File: config.mk
export PLATFORM = sky130hd
export DESIGN_NAME = ccs_sequencer
export DESIGN_NICKNAME = d
export VERILOG_FILES = /design/src/ccs_pkg.sv /design/src/ccs_sequencer.sv
export SDC_FILE = /design/constraint.sdc
export NUM_CORES = 1
export LEC_CHECK = 0
export ABC_AREA = 0
export BUFFER_PORTS_ARGS = -buffer_cell sky130_fd_sc_hd__buf_2
export CAP_MARGIN = 20
export CORE_AREA = 4 4 190 192
export DETAILED_ROUTE_END_ITERATION = 7
export DIE_AREA = 0 0 194 196
export GPL_TIMING_DRIVEN = 0
export PLACE_DENSITY_LB_ADDON = 0.12
export SLEW_MARGIN = 20
export SYNTH_ARGS = -nofsm -noshare
export SYNTH_HDL_FRONTEND = slang
export SYNTH_SLANG_ARGS = --single-unit
File: constraint.sdc
create_clock -name clk_sys_i -period 11.2 [get_ports clk_sys_i]
set_input_delay 1.12 -clock clk_sys_i [delete_from_list [all_inputs] [get_ports clk_sys_i]]
set_output_delay 1.12 -clock clk_sys_i [all_outputs]
set_load 0.02 [all_outputs]
File: src/ccs_pkg.sv
package ccs_pkg;
  // clock
  localparam int unsigned CLK_MHZ     = 125;
  // command to ready times, microseconds
  localparam int unsigned T_INIT_US   = 500000;
  localparam int unsigned T_DATA_US   = 1000;
  localparam int unsigned T_SHORT_US  = 300;
  localparam int unsigned T_CALX_US   = 50000;
  localparam int unsigned T_RST_US    = 500000;
  localparam int unsigned T_SLEEP_US  = 1000;
  localparam int unsigned T_WAKE_US   = 20000;
  localparam int unsigned T_NV_US     = 10000;
  // measurement rates, hertz
  localparam int unsigned RATE_LO_HZ  = 1;
  localparam int unsigned RATE_MID_HZ = 5;
  localparam int unsigned RATE_HI_HZ  = 10;
  // command codes
  localparam logic [7:0] CMD_ACCEL    = 8'h40;
  localparam logic [7:0] CMD_MAG      = 8'h45;
  localparam logic [7:0] CMD_HEAD     = 8'h50;
  localparam logic [7:0] CMD_TILT     = 8'h55;
  localparam logic [7:0] CMD_MODE     = 8'h65;
  localparam logic [7:0] CMD_CAL_IN   = 8'h71;
  localparam logic [7:0] CMD_LEVEL    = 8'h72;
  localparam logic [7:0] CMD_EDGE     = 8'h73;
  localparam logic [7:0] CMD_FRONT    = 8'h74;
  localparam logic [7:0] CMD_RUN      = 8'h75;
  localparam logic [7:0] CMD_STBY     = 8'h76;
  localparam logic [7:0] CMD_CAL_OUT  = 8'h7e;
  localparam logic [7:0] CMD_RESET    = 8'h82;
  localparam logic [7:0] CMD_SLEEP    = 8'h83;
  localparam logic [7:0] CMD_WAKE     = 8'h84;
  localparam logic [7:0] CMD_NV_RD    = 8'he1;
  localparam logic [7:0] CMD_NV_WR    = 8'hf1;
  // nonvolatile locations
  localparam logic [7:0] NV_MODE      = 8'h04;
  localparam logic [7:0] NV_RATE      = 8'h05;
  localparam logic [7:0] NV_XOFS_LO   = 8'h0e;
  // mode register fields and reset values
  localparam int unsigned OM_COMP     = 7;
  localparam int unsigned OM_CAL      = 6;
  localparam int unsigned OM_FILT     = 5;
  localparam int unsigned OM_RUN      = 4;
  localparam int unsigned OM_STBY     = 3;
  localparam logic [5:0] OM_WR_MASK   = 6'h3f;
  localparam logic [2:0] ORI_LEVEL    = 3'h1;
  localparam logic [2:0] ORI_EDGE     = 3'h2;
  localparam logic [2:0] ORI_FRONT    = 3'h4;
  localparam logic [7:0] OM1_RESET    = 8'h11;
  localparam logic [7:0] OM2_RESET    = 8'h01;
  localparam logic [1:0] RATE_1HZ     = 2'h0;
  localparam logic [1:0] RATE_5HZ     = 2'h1;
  localparam logic [1:0] RATE_10HZ    = 2'h2;
  // angle limits, tenths of a degree
  localparam logic signed [15:0] HEAD_MAX = 16'sh0e10;
  localparam logic signed [15:0] TILT_MAX = 16'sh0384;
  localparam int unsigned RESP_BYTES  = 6;

  typedef struct packed {
    logic signed [15:0] acc_x;
    logic signed [15:0] acc_y;
    logic signed [15:0] acc_z;
    logic signed [15:0] mag_x;
    logic signed [15:0] mag_y;
    logic signed [15:0] mag_z;
    logic signed [15:0] heading;
    logic signed [15:0] pitch;
    logic signed [15:0] roll;
    logic signed [15:0] temp;
  } ccs_sample_type;

  typedef struct packed {
    logic signed [15:0] x;
    logic signed [15:0] y;
    logic signed [15:0] z;
  } ccs_offset_type;

  typedef enum logic [2:0] {
    ST_INIT = 3'b000,
    ST_IDLE = 3'b001,
    ST_ARG1 = 3'b010,
    ST_ARG2 = 3'b011,
    ST_BUSY = 3'b100
  } ccs_state_type;
endpackage

File: src/ccs_sequencer.sv
`timescale 1ns/100ps
`default_nettype none
// How it works
// [RULE_01] host waits 500 ms after power
// [RULE_02] host waits command delay before reading
// [RULE_03] 0x40 returns accel xyz, high first
// [RULE_04] 0x45 returns mag xyz, high first
// [RULE_05] 0x50 returns heading, pitch, roll
// [RULE_06] 0x55 returns pitch, roll, temperature
// [RULE_07] 0x72 selects level orientation, default
// [RULE_08] 0x73 selects upright edge orientation
// [RULE_09] 0x74 selects upright front orientation
// [RULE_10] 0xf1 nonvolatile write, 10 ms settle
// [RULE_11] locations 0x04, 0x05 hold mode registers
// [RULE_12] host writes modes only for orientation/rate
// [RULE_13] mode bit 7 flags compass calculation
// [RULE_14] mode bit 6 flags offset calculation
// [RULE_15] mode bit 5 enables heading filter
// [RULE_16] bit 4 run, bit 3 standby
// [RULE_17] bits 2..0 front, edge, level orientation
// [RULE_18] host keeps rate bits 7..2 zero
// [RULE_19] rate bits: 1, 5, 10 Hz
// [RULE_20] 0x71 enters, 0x7e exits calibration
// [RULE_21] calibration exit replaces hard-iron offsets
// [RULE_22] heading 0..3600, tilt within +-900
// [RULE_23] commands arrive as write transfers
// [RULE_24] read bytes follow last command
module ccs_sequencer #(
  parameter int unsigned INIT_CYC  = ccs_pkg::T_INIT_US * ccs_pkg::CLK_MHZ,
  parameter int unsigned DATA_CYC  = ccs_pkg::T_DATA_US * ccs_pkg::CLK_MHZ,
  parameter int unsigned SHORT_CYC = ccs_pkg::T_SHORT_US * ccs_pkg::CLK_MHZ,
  parameter int unsigned CALX_CYC  = ccs_pkg::T_CALX_US * ccs_pkg::CLK_MHZ,
  parameter int unsigned RST_CYC   = ccs_pkg::T_RST_US * ccs_pkg::CLK_MHZ,
  parameter int unsigned SLEEP_CYC = ccs_pkg::T_SLEEP_US * ccs_pkg::CLK_MHZ,
  parameter int unsigned WAKE_CYC  = ccs_pkg::T_WAKE_US * ccs_pkg::CLK_MHZ,
  parameter int unsigned NV_CYC    = ccs_pkg::T_NV_US * ccs_pkg::CLK_MHZ,
  parameter int unsigned RATE1_CYC = ccs_pkg::CLK_MHZ * 1000000 / ccs_pkg::RATE_LO_HZ,
  parameter int unsigned RATE5_CYC = ccs_pkg::CLK_MHZ * 1000000 / ccs_pkg::RATE_MID_HZ,
  parameter int unsigned RATE10_CYC = ccs_pkg::CLK_MHZ * 1000000 / ccs_pkg::RATE_HI_HZ
) (
  // clock and reset
  input  wire logic                    clk_sys_i,
  input  wire logic                    reset_i,
  // bytes written by the host
  input  wire logic                    wr_valid_i,
  input  wire logic                    wr_first_i,
  input  wire logic [7:0]              wr_data_i,
  // bytes read by the host
  input  wire logic                    rd_start_i,
  input  wire logic                    rd_req_i,
  output logic                         rd_valid_o,
  output logic [7:0]                   rd_data_o,
  output logic                         busy_o,
  // sensing datapath
  input  wire ccs_pkg::ccs_sample_type sample_i,
  input  wire logic                    sample_valid_i,
  input  wire logic                    calc_busy_i,
  output logic                         meas_tick_o,
  output logic [7:0]                   operating_mode_status_o,
  output logic [7:0]                   measurement_rate_config_o,
  output logic                         sleep_o,
  output ccs_pkg::ccs_offset_type      hard_iron_o
);
  import ccs_pkg::*;

  ccs_state_type     state_d, state_q;
  logic [31:0]       cnt_d, cnt_q;
  logic [31:0]       tick_cnt_d, tick_cnt_q;
  logic              tick_d, tick_q;
  logic [7:0]        cmd_d, cmd_q;
  logic [7:0]        arg_d, arg_q;
  logic [5:0]        om1_d, om1_q;
  logic [7:0]        om2_d, om2_q;
  logic              cal_d, cal_q;
  logic              calx_d, calx_q;
  logic              sleep_d, sleep_q;
  logic [7:0]        resp_d [RESP_BYTES];
  logic [7:0]        resp_q [RESP_BYTES];
  logic [2:0]        idx_d, idx_q;
  logic [7:0]        rdat_d, rdat_q;
  logic              rval_d, rval_q;
  logic signed [15:0] mn_d [3];
  logic signed [15:0] mn_q [3];
  logic signed [15:0] mx_d [3];
  logic signed [15:0] mx_q [3];
  ccs_offset_type    ofs_d, ofs_q;
  logic signed [15:0] mag [3];
  logic signed [15:0] ofs_new [3];
  logic [7:0]        om1_view;
  logic [31:0]       rate_cyc;

  function automatic logic [15:0] clamp(input logic signed [15:0] v,
                                        input logic signed [15:0] lo,
                                        input logic signed [15:0] hi);
    if (v < lo) begin
      return lo;
    end else if (v > hi) begin
      return hi;
    end
    return v;
  endfunction

  // command to answer delay
  function automatic logic [31:0] delay_of(input logic [7:0] c);
    case (c)
      CMD_ACCEL, CMD_MAG, CMD_HEAD, CMD_TILT, CMD_MODE: return 32'(DATA_CYC);
      CMD_CAL_OUT: return 32'(CALX_CYC);
      CMD_RESET:   return 32'(RST_CYC);
      CMD_SLEEP:   return 32'(SLEEP_CYC);
      CMD_WAKE:    return 32'(WAKE_CYC);
      CMD_NV_RD:   return 32'(NV_CYC);
      CMD_NV_WR:   return 32'(NV_CYC);
      default:     return 32'(SHORT_CYC);
    endcase
  endfunction

  assign mag[0] = sample_i.mag_x;
  assign mag[1] = sample_i.mag_y;
  assign mag[2] = sample_i.mag_z;

  // midpoint of collected extremes; 17 bits so the sum cannot wrap
  genvar g;
  generate
    for (g = 0; g < 3; g++) begin : g_ofs
      logic signed [16:0] sum;
      assign sum        = 17'(mx_q[g]) + 17'(mn_q[g]);
      assign ofs_new[g] = sum[16:1]; // [RULE_21]
    end
  endgenerate

  assign om1_view = {calc_busy_i, cal_q | calx_q, om1_q}; // [RULE_13] [RULE_14]

  always_comb begin
    unique case (om2_q[1:0]) // [RULE_19]
      RATE_1HZ:  rate_cyc = 32'(RATE1_CYC);
      RATE_10HZ: rate_cyc = 32'(RATE10_CYC);
      default:   rate_cyc = 32'(RATE5_CYC);
    endcase
  end

  // rate divider, halted outside run or asleep
  always_comb begin
    tick_cnt_d = tick_cnt_q;
    tick_d     = 1'b0;
    if (!om1_q[OM_RUN] || sleep_q || state_q == ST_INIT) begin // [RULE_16]
      tick_cnt_d = '0;
    end else if (tick_cnt_q >= rate_cyc - 32'h1) begin
      tick_cnt_d = '0;
      tick_d     = 1'b1;
    end else begin
      tick_cnt_d = tick_cnt_q + 32'h1;
    end
  end

  always_ff @(posedge clk_sys_i or posedge reset_i) begin
    if (reset_i) begin
      tick_cnt_q <= '0;
      tick_q     <= 1'b0;
    end else begin
      tick_cnt_q <= tick_cnt_d;
      tick_q     <= tick_d;
    end
  end

  // command interpreter
  always_comb begin
    state_d = state_q;
    cnt_d   = cnt_q;
    cmd_d   = cmd_q;
    arg_d   = arg_q;
    om1_d   = om1_q;
    om2_d   = om2_q;
    cal_d   = cal_q;
    calx_d  = calx_q;
    sleep_d = sleep_q;
    idx_d   = idx_q;
    rdat_d  = rdat_q;
    rval_d  = 1'b0;
    ofs_d   = ofs_q;
    for (int i = 0; i < RESP_BYTES; i++) begin
      resp_d[i] = resp_q[i];
    end
    for (int i = 0; i < 3; i++) begin
      mn_d[i] = mn_q[i];
      mx_d[i] = mx_q[i];
      if (cal_q && sample_valid_i) begin
        if (mag[i] < mn_q[i]) begin
          mn_d[i] = mag[i];
        end
        if (mag[i] > mx_q[i]) begin
          mx_d[i] = mag[i];
        end
      end
    end
    // reads answer from last command's buffer
    if (rd_start_i) begin
      idx_d = '0;
    end else if (rd_req_i) begin
      rval_d = 1'b1; // [RULE_24]
      rdat_d = (busy_o ||
                idx_q >= 3'(RESP_BYTES)) ? 8'h00 : resp_q[idx_q];
      if (idx_q < 3'(RESP_BYTES)) begin
        idx_d = idx_q + 3'h1;
      end
    end
    unique case (state_q)
      ST_INIT: begin
        // power-up and processor reset end in run mode
        if (cnt_q == '0) begin
          state_d = ST_IDLE; // [RULE_01]
        end else begin
          cnt_d = cnt_q - 32'h1;
        end
      end
      ST_IDLE, ST_ARG1, ST_ARG2: begin
        if (wr_valid_i && wr_first_i) begin // [RULE_23]
          cmd_d = wr_data_i;
          idx_d = '0;
          for (int i = 0; i < RESP_BYTES; i++) begin
            resp_d[i] = 8'h00;
          end
          cnt_d = delay_of(wr_data_i);
          state_d = ST_BUSY;
          unique case (wr_data_i)
            CMD_ACCEL: begin
              {resp_d[0], resp_d[1]} = sample_i.acc_x; // [RULE_03]
              {resp_d[2], resp_d[3]} = sample_i.acc_y;
              {resp_d[4], resp_d[5]} = sample_i.acc_z;
            end
            CMD_MAG: begin
              {resp_d[0], resp_d[1]} = sample_i.mag_x; // [RULE_04]
              {resp_d[2], resp_d[3]} = sample_i.mag_y;
              {resp_d[4], resp_d[5]} = sample_i.mag_z;
            end
            CMD_HEAD: begin
              {resp_d[0], resp_d[1]} = clamp(sample_i.heading, '0, HEAD_MAX); // [RULE_05] [RULE_22]
              {resp_d[2], resp_d[3]} = clamp(sample_i.pitch, -TILT_MAX, TILT_MAX);
              {resp_d[4], resp_d[5]} = clamp(sample_i.roll, -TILT_MAX, TILT_MAX);
            end
            CMD_TILT: begin
              {resp_d[0], resp_d[1]} = clamp(sample_i.pitch, -TILT_MAX, TILT_MAX); // [RULE_06] [RULE_22]
              {resp_d[2], resp_d[3]} = clamp(sample_i.roll, -TILT_MAX, TILT_MAX);
              {resp_d[4], resp_d[5]} = sample_i.temp;
            end
            CMD_MODE: resp_d[0] = om1_view;
            CMD_LEVEL: om1_d[2:0] = ORI_LEVEL; // [RULE_07]
            CMD_EDGE:  om1_d[2:0] = ORI_EDGE; // [RULE_08]
            CMD_FRONT: om1_d[2:0] = ORI_FRONT; // [RULE_09]
            CMD_RUN: begin
              om1_d[OM_RUN]  = 1'b1; // [RULE_16]
              om1_d[OM_STBY] = 1'b0;
            end
            CMD_STBY: begin
              om1_d[OM_RUN]  = 1'b0;
              om1_d[OM_STBY] = 1'b1;
            end
            CMD_CAL_IN: begin
              cal_d = 1'b1; // [RULE_20]
              for (int i = 0; i < 3; i++) begin
                mn_d[i] = mag[i];
                mx_d[i] = mag[i];
              end
            end
            CMD_CAL_OUT: begin
              if (cal_q) begin
                cal_d  = 1'b0; // [RULE_20]
                calx_d = 1'b1;
              end
            end
            CMD_SLEEP: sleep_d = 1'b1;
            CMD_WAKE: begin
              sleep_d        = 1'b0;
              om1_d[OM_RUN]  = 1'b0;
              om1_d[OM_STBY] = 1'b1;
            end
            CMD_NV_RD, CMD_NV_WR: state_d = ST_ARG1;
            default: ;
          endcase
        end else if (wr_valid_i && state_q == ST_ARG1) begin
          arg_d = wr_data_i;
          if (cmd_q == CMD_NV_WR) begin
            state_d = ST_ARG2;
          end else begin
            state_d = ST_BUSY;
            unique case (wr_data_i)
              NV_MODE:          resp_d[0] = om1_view;
              NV_RATE:          resp_d[0] = om2_q;
              NV_XOFS_LO:       resp_d[0] = ofs_q.x[7:0];
              NV_XOFS_LO + 8'h1: resp_d[0] = ofs_q.x[15:8];
              NV_XOFS_LO + 8'h2: resp_d[0] = ofs_q.y[7:0];
              NV_XOFS_LO + 8'h3: resp_d[0] = ofs_q.y[15:8];
              NV_XOFS_LO + 8'h4: resp_d[0] = ofs_q.z[7:0];
              NV_XOFS_LO + 8'h5: resp_d[0] = ofs_q.z[15:8];
              default:          resp_d[0] = 8'h00;
            endcase
          end
        end else if (wr_valid_i && state_q == ST_ARG2) begin
          state_d = ST_BUSY; // [RULE_10]
          if (arg_q == NV_MODE) begin
            om1_d = wr_data_i[5:0] & OM_WR_MASK; // [RULE_11] [RULE_15]
          end else if (arg_q == NV_RATE) begin
            om2_d = wr_data_i; // [RULE_11]
          end
        end
      end
      ST_BUSY: begin
        // bytes written while busy are dropped
        if (cnt_q == '0) begin
          state_d = ST_IDLE; // [RULE_02] [RULE_10]
          if (calx_q) begin
            calx_d  = 1'b0;
            ofs_d.x = ofs_new[0]; // [RULE_21]
            ofs_d.y = ofs_new[1];
            ofs_d.z = ofs_new[2];
          end
          if (cmd_q == CMD_RESET) begin
            state_d = ST_INIT;
            cnt_d   = 32'(INIT_CYC);
            om1_d   = OM1_RESET[5:0];
            cal_d   = 1'b0;
            sleep_d = 1'b0;
          end
        end else begin
          cnt_d = cnt_q - 32'h1;
        end
      end
    endcase
  end

  always_ff @(posedge clk_sys_i or posedge reset_i) begin
    if (reset_i) begin
      state_q <= ST_INIT;
      cnt_q   <= 32'(INIT_CYC);
      cmd_q   <= 8'h00;
      arg_q   <= 8'h00;
      om1_q   <= OM1_RESET[5:0]; // [RULE_16] [RULE_17]
      om2_q   <= OM2_RESET; // [RULE_19]
      cal_q   <= 1'b0;
      calx_q  <= 1'b0;
      sleep_q <= 1'b0;
      idx_q   <= '0;
      rdat_q  <= 8'h00;
      rval_q  <= 1'b0;
      ofs_q   <= '0;
      for (int i = 0; i < RESP_BYTES; i++) begin
        resp_q[i] <= 8'h00;
      end
      for (int i = 0; i < 3; i++) begin
        mn_q[i] <= '0;
        mx_q[i] <= '0;
      end
    end else begin
      state_q <= state_d;
      cnt_q   <= cnt_d;
      cmd_q   <= cmd_d;
      arg_q   <= arg_d;
      om1_q   <= om1_d;
      om2_q   <= om2_d;
      cal_q   <= cal_d;
      calx_q  <= calx_d;
      sleep_q <= sleep_d;
      idx_q   <= idx_d;
      rdat_q  <= rdat_d;
      rval_q  <= rval_d;
      ofs_q   <= ofs_d;
      resp_q  <= resp_d;
      mn_q    <= mn_d;
      mx_q    <= mx_d;
    end
  end

  assign rd_valid_o                = rval_q;
  assign rd_data_o                 = rdat_q;
  assign busy_o                    = (state_q == ST_INIT) || (state_q == ST_BUSY);
  assign meas_tick_o               = tick_q;
  assign operating_mode_status_o   = om1_view;
  assign measurement_rate_config_o = om2_q;
  assign sleep_o                   = sleep_q;
  assign hard_iron_o               = ofs_q;
endmodule
`default_nettype wire

---- After elaboration in Yosys (flattened, before gate mapping) ----
Index checks and enable logic that the tools add are counted.
operators by class
  $add $sub $neg .......................... 7
  $lt $le $gt $ge ......................... 16
  eq/ne operators ......................... 55
  muxes and demuxes ....................... 110
  bitwise gates (word level) .............. 6
  reductions and logical operators ........ 32
operator list
  operator                 number
  $mux W16                 23
  $mux W48                 6
  $mux W32                 6
  $pmux W40 S4             1
  $pmux W26 S5             1
  $eq A8 B7 Y1 const B     12
  $pmux W32 S3             1
  $pmux W8 S8              1
  $sub A32 B1 Y32 const B  2
  $eq A8 B8 Y1 const B     7
  $pmux W27 S2             1
  $add A16 B16 Y17         3
  $gt A16 B16 Y1           3
  $lt A16 B16 Y1           3
  $mux W8                  6
  $pmux W8 S5              1
  $mux W3                  12
  $mux W1                  35
  $add A32 B1 Y32 const B  1
  $eq A8 B3 Y1 const B     4
  $eq A8 B5 Y1 const B     4
  $ge A32 B32 Y1           1
  $gt A16 B11 Y1 const B   2
  $logic_not A32 Y1        1
  other kinds (43)         89
word-level totals
  register bits after elaboration ......... 305
  bits of input ports ..................... 176

---- Depth between registers and ports, before layout ----
  depth in word-level cells ............... 9
  depth in mapped cells ................... 12
  depth with buffers taken out ............ 10

---- Worst setup path before layout ----
No wires, ideal clock.
  kind .................................... in2reg
  start point ............................. input port sample_i[71] in the netlist's numbering
  end point ............................... register mx_q[10] in the netlist's numbering
  setup time .............................. 0.125 ns
  arrival time ............................ 3.282 ns
  slack ................................... 7.794 ns
  stages on the path ...................... 9
  buffers on the path ..................... 1
  path through ............................ ha_1 a21oi_1 o221ai_1 a21oi_1 o21ai_0 or4b_1 a31oi_2 buf_4 mux2_2
RTL lines
  what                  RTL line              text
  from (decl)           ccs_sequencer.sv:55   input wire ccs_pkg::ccs_sample_type sample_i,
  to (signal assigned)  ccs_sequencer.sv:368  mx_q <= mx_d;
  to (decl)             ccs_sequencer.sv:85   logic signed [15:0] mx_q [3];

==> flow_metrics.tcl <==
set metrics [dict create \
    outcome "finished clean" \
    initial_core_util_pct 59.2 \
    cp_slowest_cell "or4b_1" \
    path_max_fanout 10 \
    route.met3.wl_um 7150 \
    postSynthAreaPerCell_um2 9.53 \
    hpwl_um 54300 \
    synth.area.top_cells "dfrtp_1 (36%), ha_1 (9.7%), mux2_2 (5.5%), o21ai_0 (3.8%), nand2_1 (3.7%)" \
    wl_per_cell_um 23.8 \
    min_path_cells 2 \
    clkSlewWorstSetupHoldPaths_ps 60 \
    finClkSkew_ps 19.7 \
    ys_ff_latch 305 \
    drive_gt1_share_pct 21.2 \
    synth_ff_type "dfrtp_1" \
    rsz0062_at_grt "false" \
    cts_tree "built" \
    dpl-instance-area_um2 22300 \
    cp-end-kind "register" \
    antenna_found_initial 16 \
    crit_required_ps 11640 \
    cts_htree_levels 2 \
    min_from "resp_q[31]" \
    final_common_cell "dfrtp_1" \
    syn_inst 2135 \
    dr_total_vias 19028 \
    cp.arrival_ps 4000 \
    grt_usage_pct 35.4 \
    path_class "input port to register" \
    place.gp.congestion 1.06 \
    cts_sinks 305 \
    io_buffers 248 \
    synth_area_um2 20300 \
    final_antenna_net_count 0 \
    post_cts_buffers 0 \
    wl_met1_um 27000 \
    hold_viol_final 0 \
    via_per_inst 6.51 \
    min_delay_worst_endpoint "resp_q[31]" \
    core-area_um2 34400 \
    p_total_mw 5.61 \
    crit_path_frequent_cell "a21oi_1" \
    n_fill_cell 2783 \
    cts_root_buf "clkbuf_16" \
    relSlewSlack_pct 23.5 \
    async_flop_share_pct 100 \
    path_cells "buf_2 -> ha_1 -> a21oi_1 -> o221ai_1 -> a21oi_1 -> o21ai_0 -> or4b_1 -> a31oi_2 -> buf_4 -> mux2_2" \
    grt_pass1_wl_um 106000 \
    nNetsFinal 2767 \
    hp-class "register to register" \
    clock.fmax_mhz 281 \
    synth_top_cell_by_area "dfrtp_1" \
    rows 68 \
    grt_max_degree 85 \
    setup_violations 0 \
    p_per_area_nw_per_um2 239 \
    fin_crit_ps 3560 \
    slew_viol_final 0 \
    synth-seq-area-share_pct 37.6 \
    fp.dieH_um 196 \
    ys_warn_count 0 \
    synthToLayoutAreaGrowth_pct 15.6 \
    postCtsHoldBufs 0 \
    synth_top_cell_area_share_pct 35.6 \
    seq_area_um2 7650 \
    reg2reg_slack_ps 7940 \
    multiInputGateArea_um2 11800 \
    wl_met2_um 32000 \
    wl_um 69600 \
    stdcell_count 2924 \
    highest_layer "met5" \
    io_pins 252 \
    cp-start-kind "input port" \
    cap_violations 0 \
    drt_pass1_iterations 8 \
    cts_buffers 37 \
    place_inst 2846 \
    synth_edf_count 0 \
    ir_worst_vdd_uv 185 \
    drc 0 \
    r2r-end "mx_q[23]" \
    die_area_um2 38000 \
    clockBufferDepth 3 \
    min_period_over_period_pct 31.8 \
    reg2reg_from "mx_q[23]" \
    reg2reg_depth 10 \
    tightest_slew_ps 1140 \
    max_stage_delay_ps 540 \
    drt-initial-drc-count 1899 \
    stdcell_area_um2 23500 \
    gr-total-overflow 0 \
    insertion_delay_ps 560 \
    fp.dieW_um 194 \
    grt_pass1_vias 18503 \
    synth_cell_types 91 \
    p_leak_nw 10.9 \
    final_cell_mix "dfrtp_1 (289), buf_2 (266), nand2_1 (201), ha_1 (158), o21ai_0 (154)" \
    cts.repair.resized 0 \
]
==> worst max-delay path by stage <==
stage | startpoint | end | slack (ps) | cells past startpoint
floorplan | reset_i | arg_q[0] | 1680 | 1
global placement | reset_i | mn_q[3] | -1790 | 2
detailed placement | sample_i[87] | mx_q[23] | 7180 | 10
CTS | sample_i[87] | mx_q[23] | 7730 | 10
global route | sample_i[87] | mx_q[23] | 7550 | 10
finish | sample_i[87] | mx_q[23] | 7640 | 10
==> cells in the mapped netlist (all sizes together) (22+ instances only) <==
library cell and instances:
inv 137, buf 33, clkbuf 52, a22oi 40
nor3 61, nand2b 36, xor2 41, mux2 120
dfrtp 289, ha 158, nand4 22, a21o 31
a22o 30, nand2 202, mux2i 29, o22ai 22
a31oi 27, o21ai 162, a21oi 110, nand3 53
nor2 127
==> layout make-up <==
cell class | count | area share, %
repair buffers | 252 | 5.65
well taps | 455 | 2.42
multi-input cells | 1612 | 50.1
inverters | 137 | 2.24
clock buffers | 52 | 4.39
flip-flops and latches | 305 | 32.5
plain buffers | 85 | 1.70
clock inverters | 16 | 0.809
diodes | 10 | 0.106
==> power breakdown <==
part | switching (mW) | internal, mW | total [mW]
Combinational | 1.55 | 1.21 | 2.76
Clock | 0.497 | 0.719 | 1.22
Sequential | 0.251 | 1.38 | 1.63
==> cell families (layout without fill, tap and decap cells) <==
logic type | count (synthesis) | in the layout | synth area share, %
compound gates | 590 | 590 | 19.4
xor+xnor | 61 | 61 | 2.63
fa+ha+maj | 161 | 161 | 10.0
buf+inv | 222 | 542 | 4.51
flops | 305 | 305 | 37.6
mux | 165 | 165 | 10.2
other cells | 2 | 16 | 0.0369
simple gates | 629 | 629 | 15.6
==> registers in the layout (all words and copies together), names as in the netlist, 3 cells and up <==
signal / cells
cnt_q: 32
mx_q: 48
cmd_q: 8
arg_q: 8
hard_iron_o: 48
om1_q: 6
idx_q: 3
resp_q: 48
mn_q: 48
rd_data_o: 8
measurement_rate_config_o: 8
tick_cnt_q: 32
state_q: 3
==> metal layers <==
layer  vias up  GRT usage [%]
li1       8484              -
met1      9292           47.0
met2      1019           56.6
met3       219           7.92
met4        14           15.0
met5         -              0
==> critical path: cells and delay by family <==
kind	cells	cell delay, ps
AO/OA/AOI/OAI	5	1180
buffers and inverters	2	470
AND/OR/NAND/NOR	1	540
multiplexers	1	360
adder cells (fa/ha/maj)	1	320
==> stage by stage <==
stage                     utilization (%)  hold WS, ps  setup slack (ps)  TNS, ps
after global routing                 68.4          512              7550        0
after CTS                            68.3          481              7730        0
after floorplan                         -          438              1680        0
after detailed placement             64.8          466              7180        0
final                                68.4          481              7640        0
after global placement               64.5          453             -1790  -512190
Power figures use the tool's default switching activity.
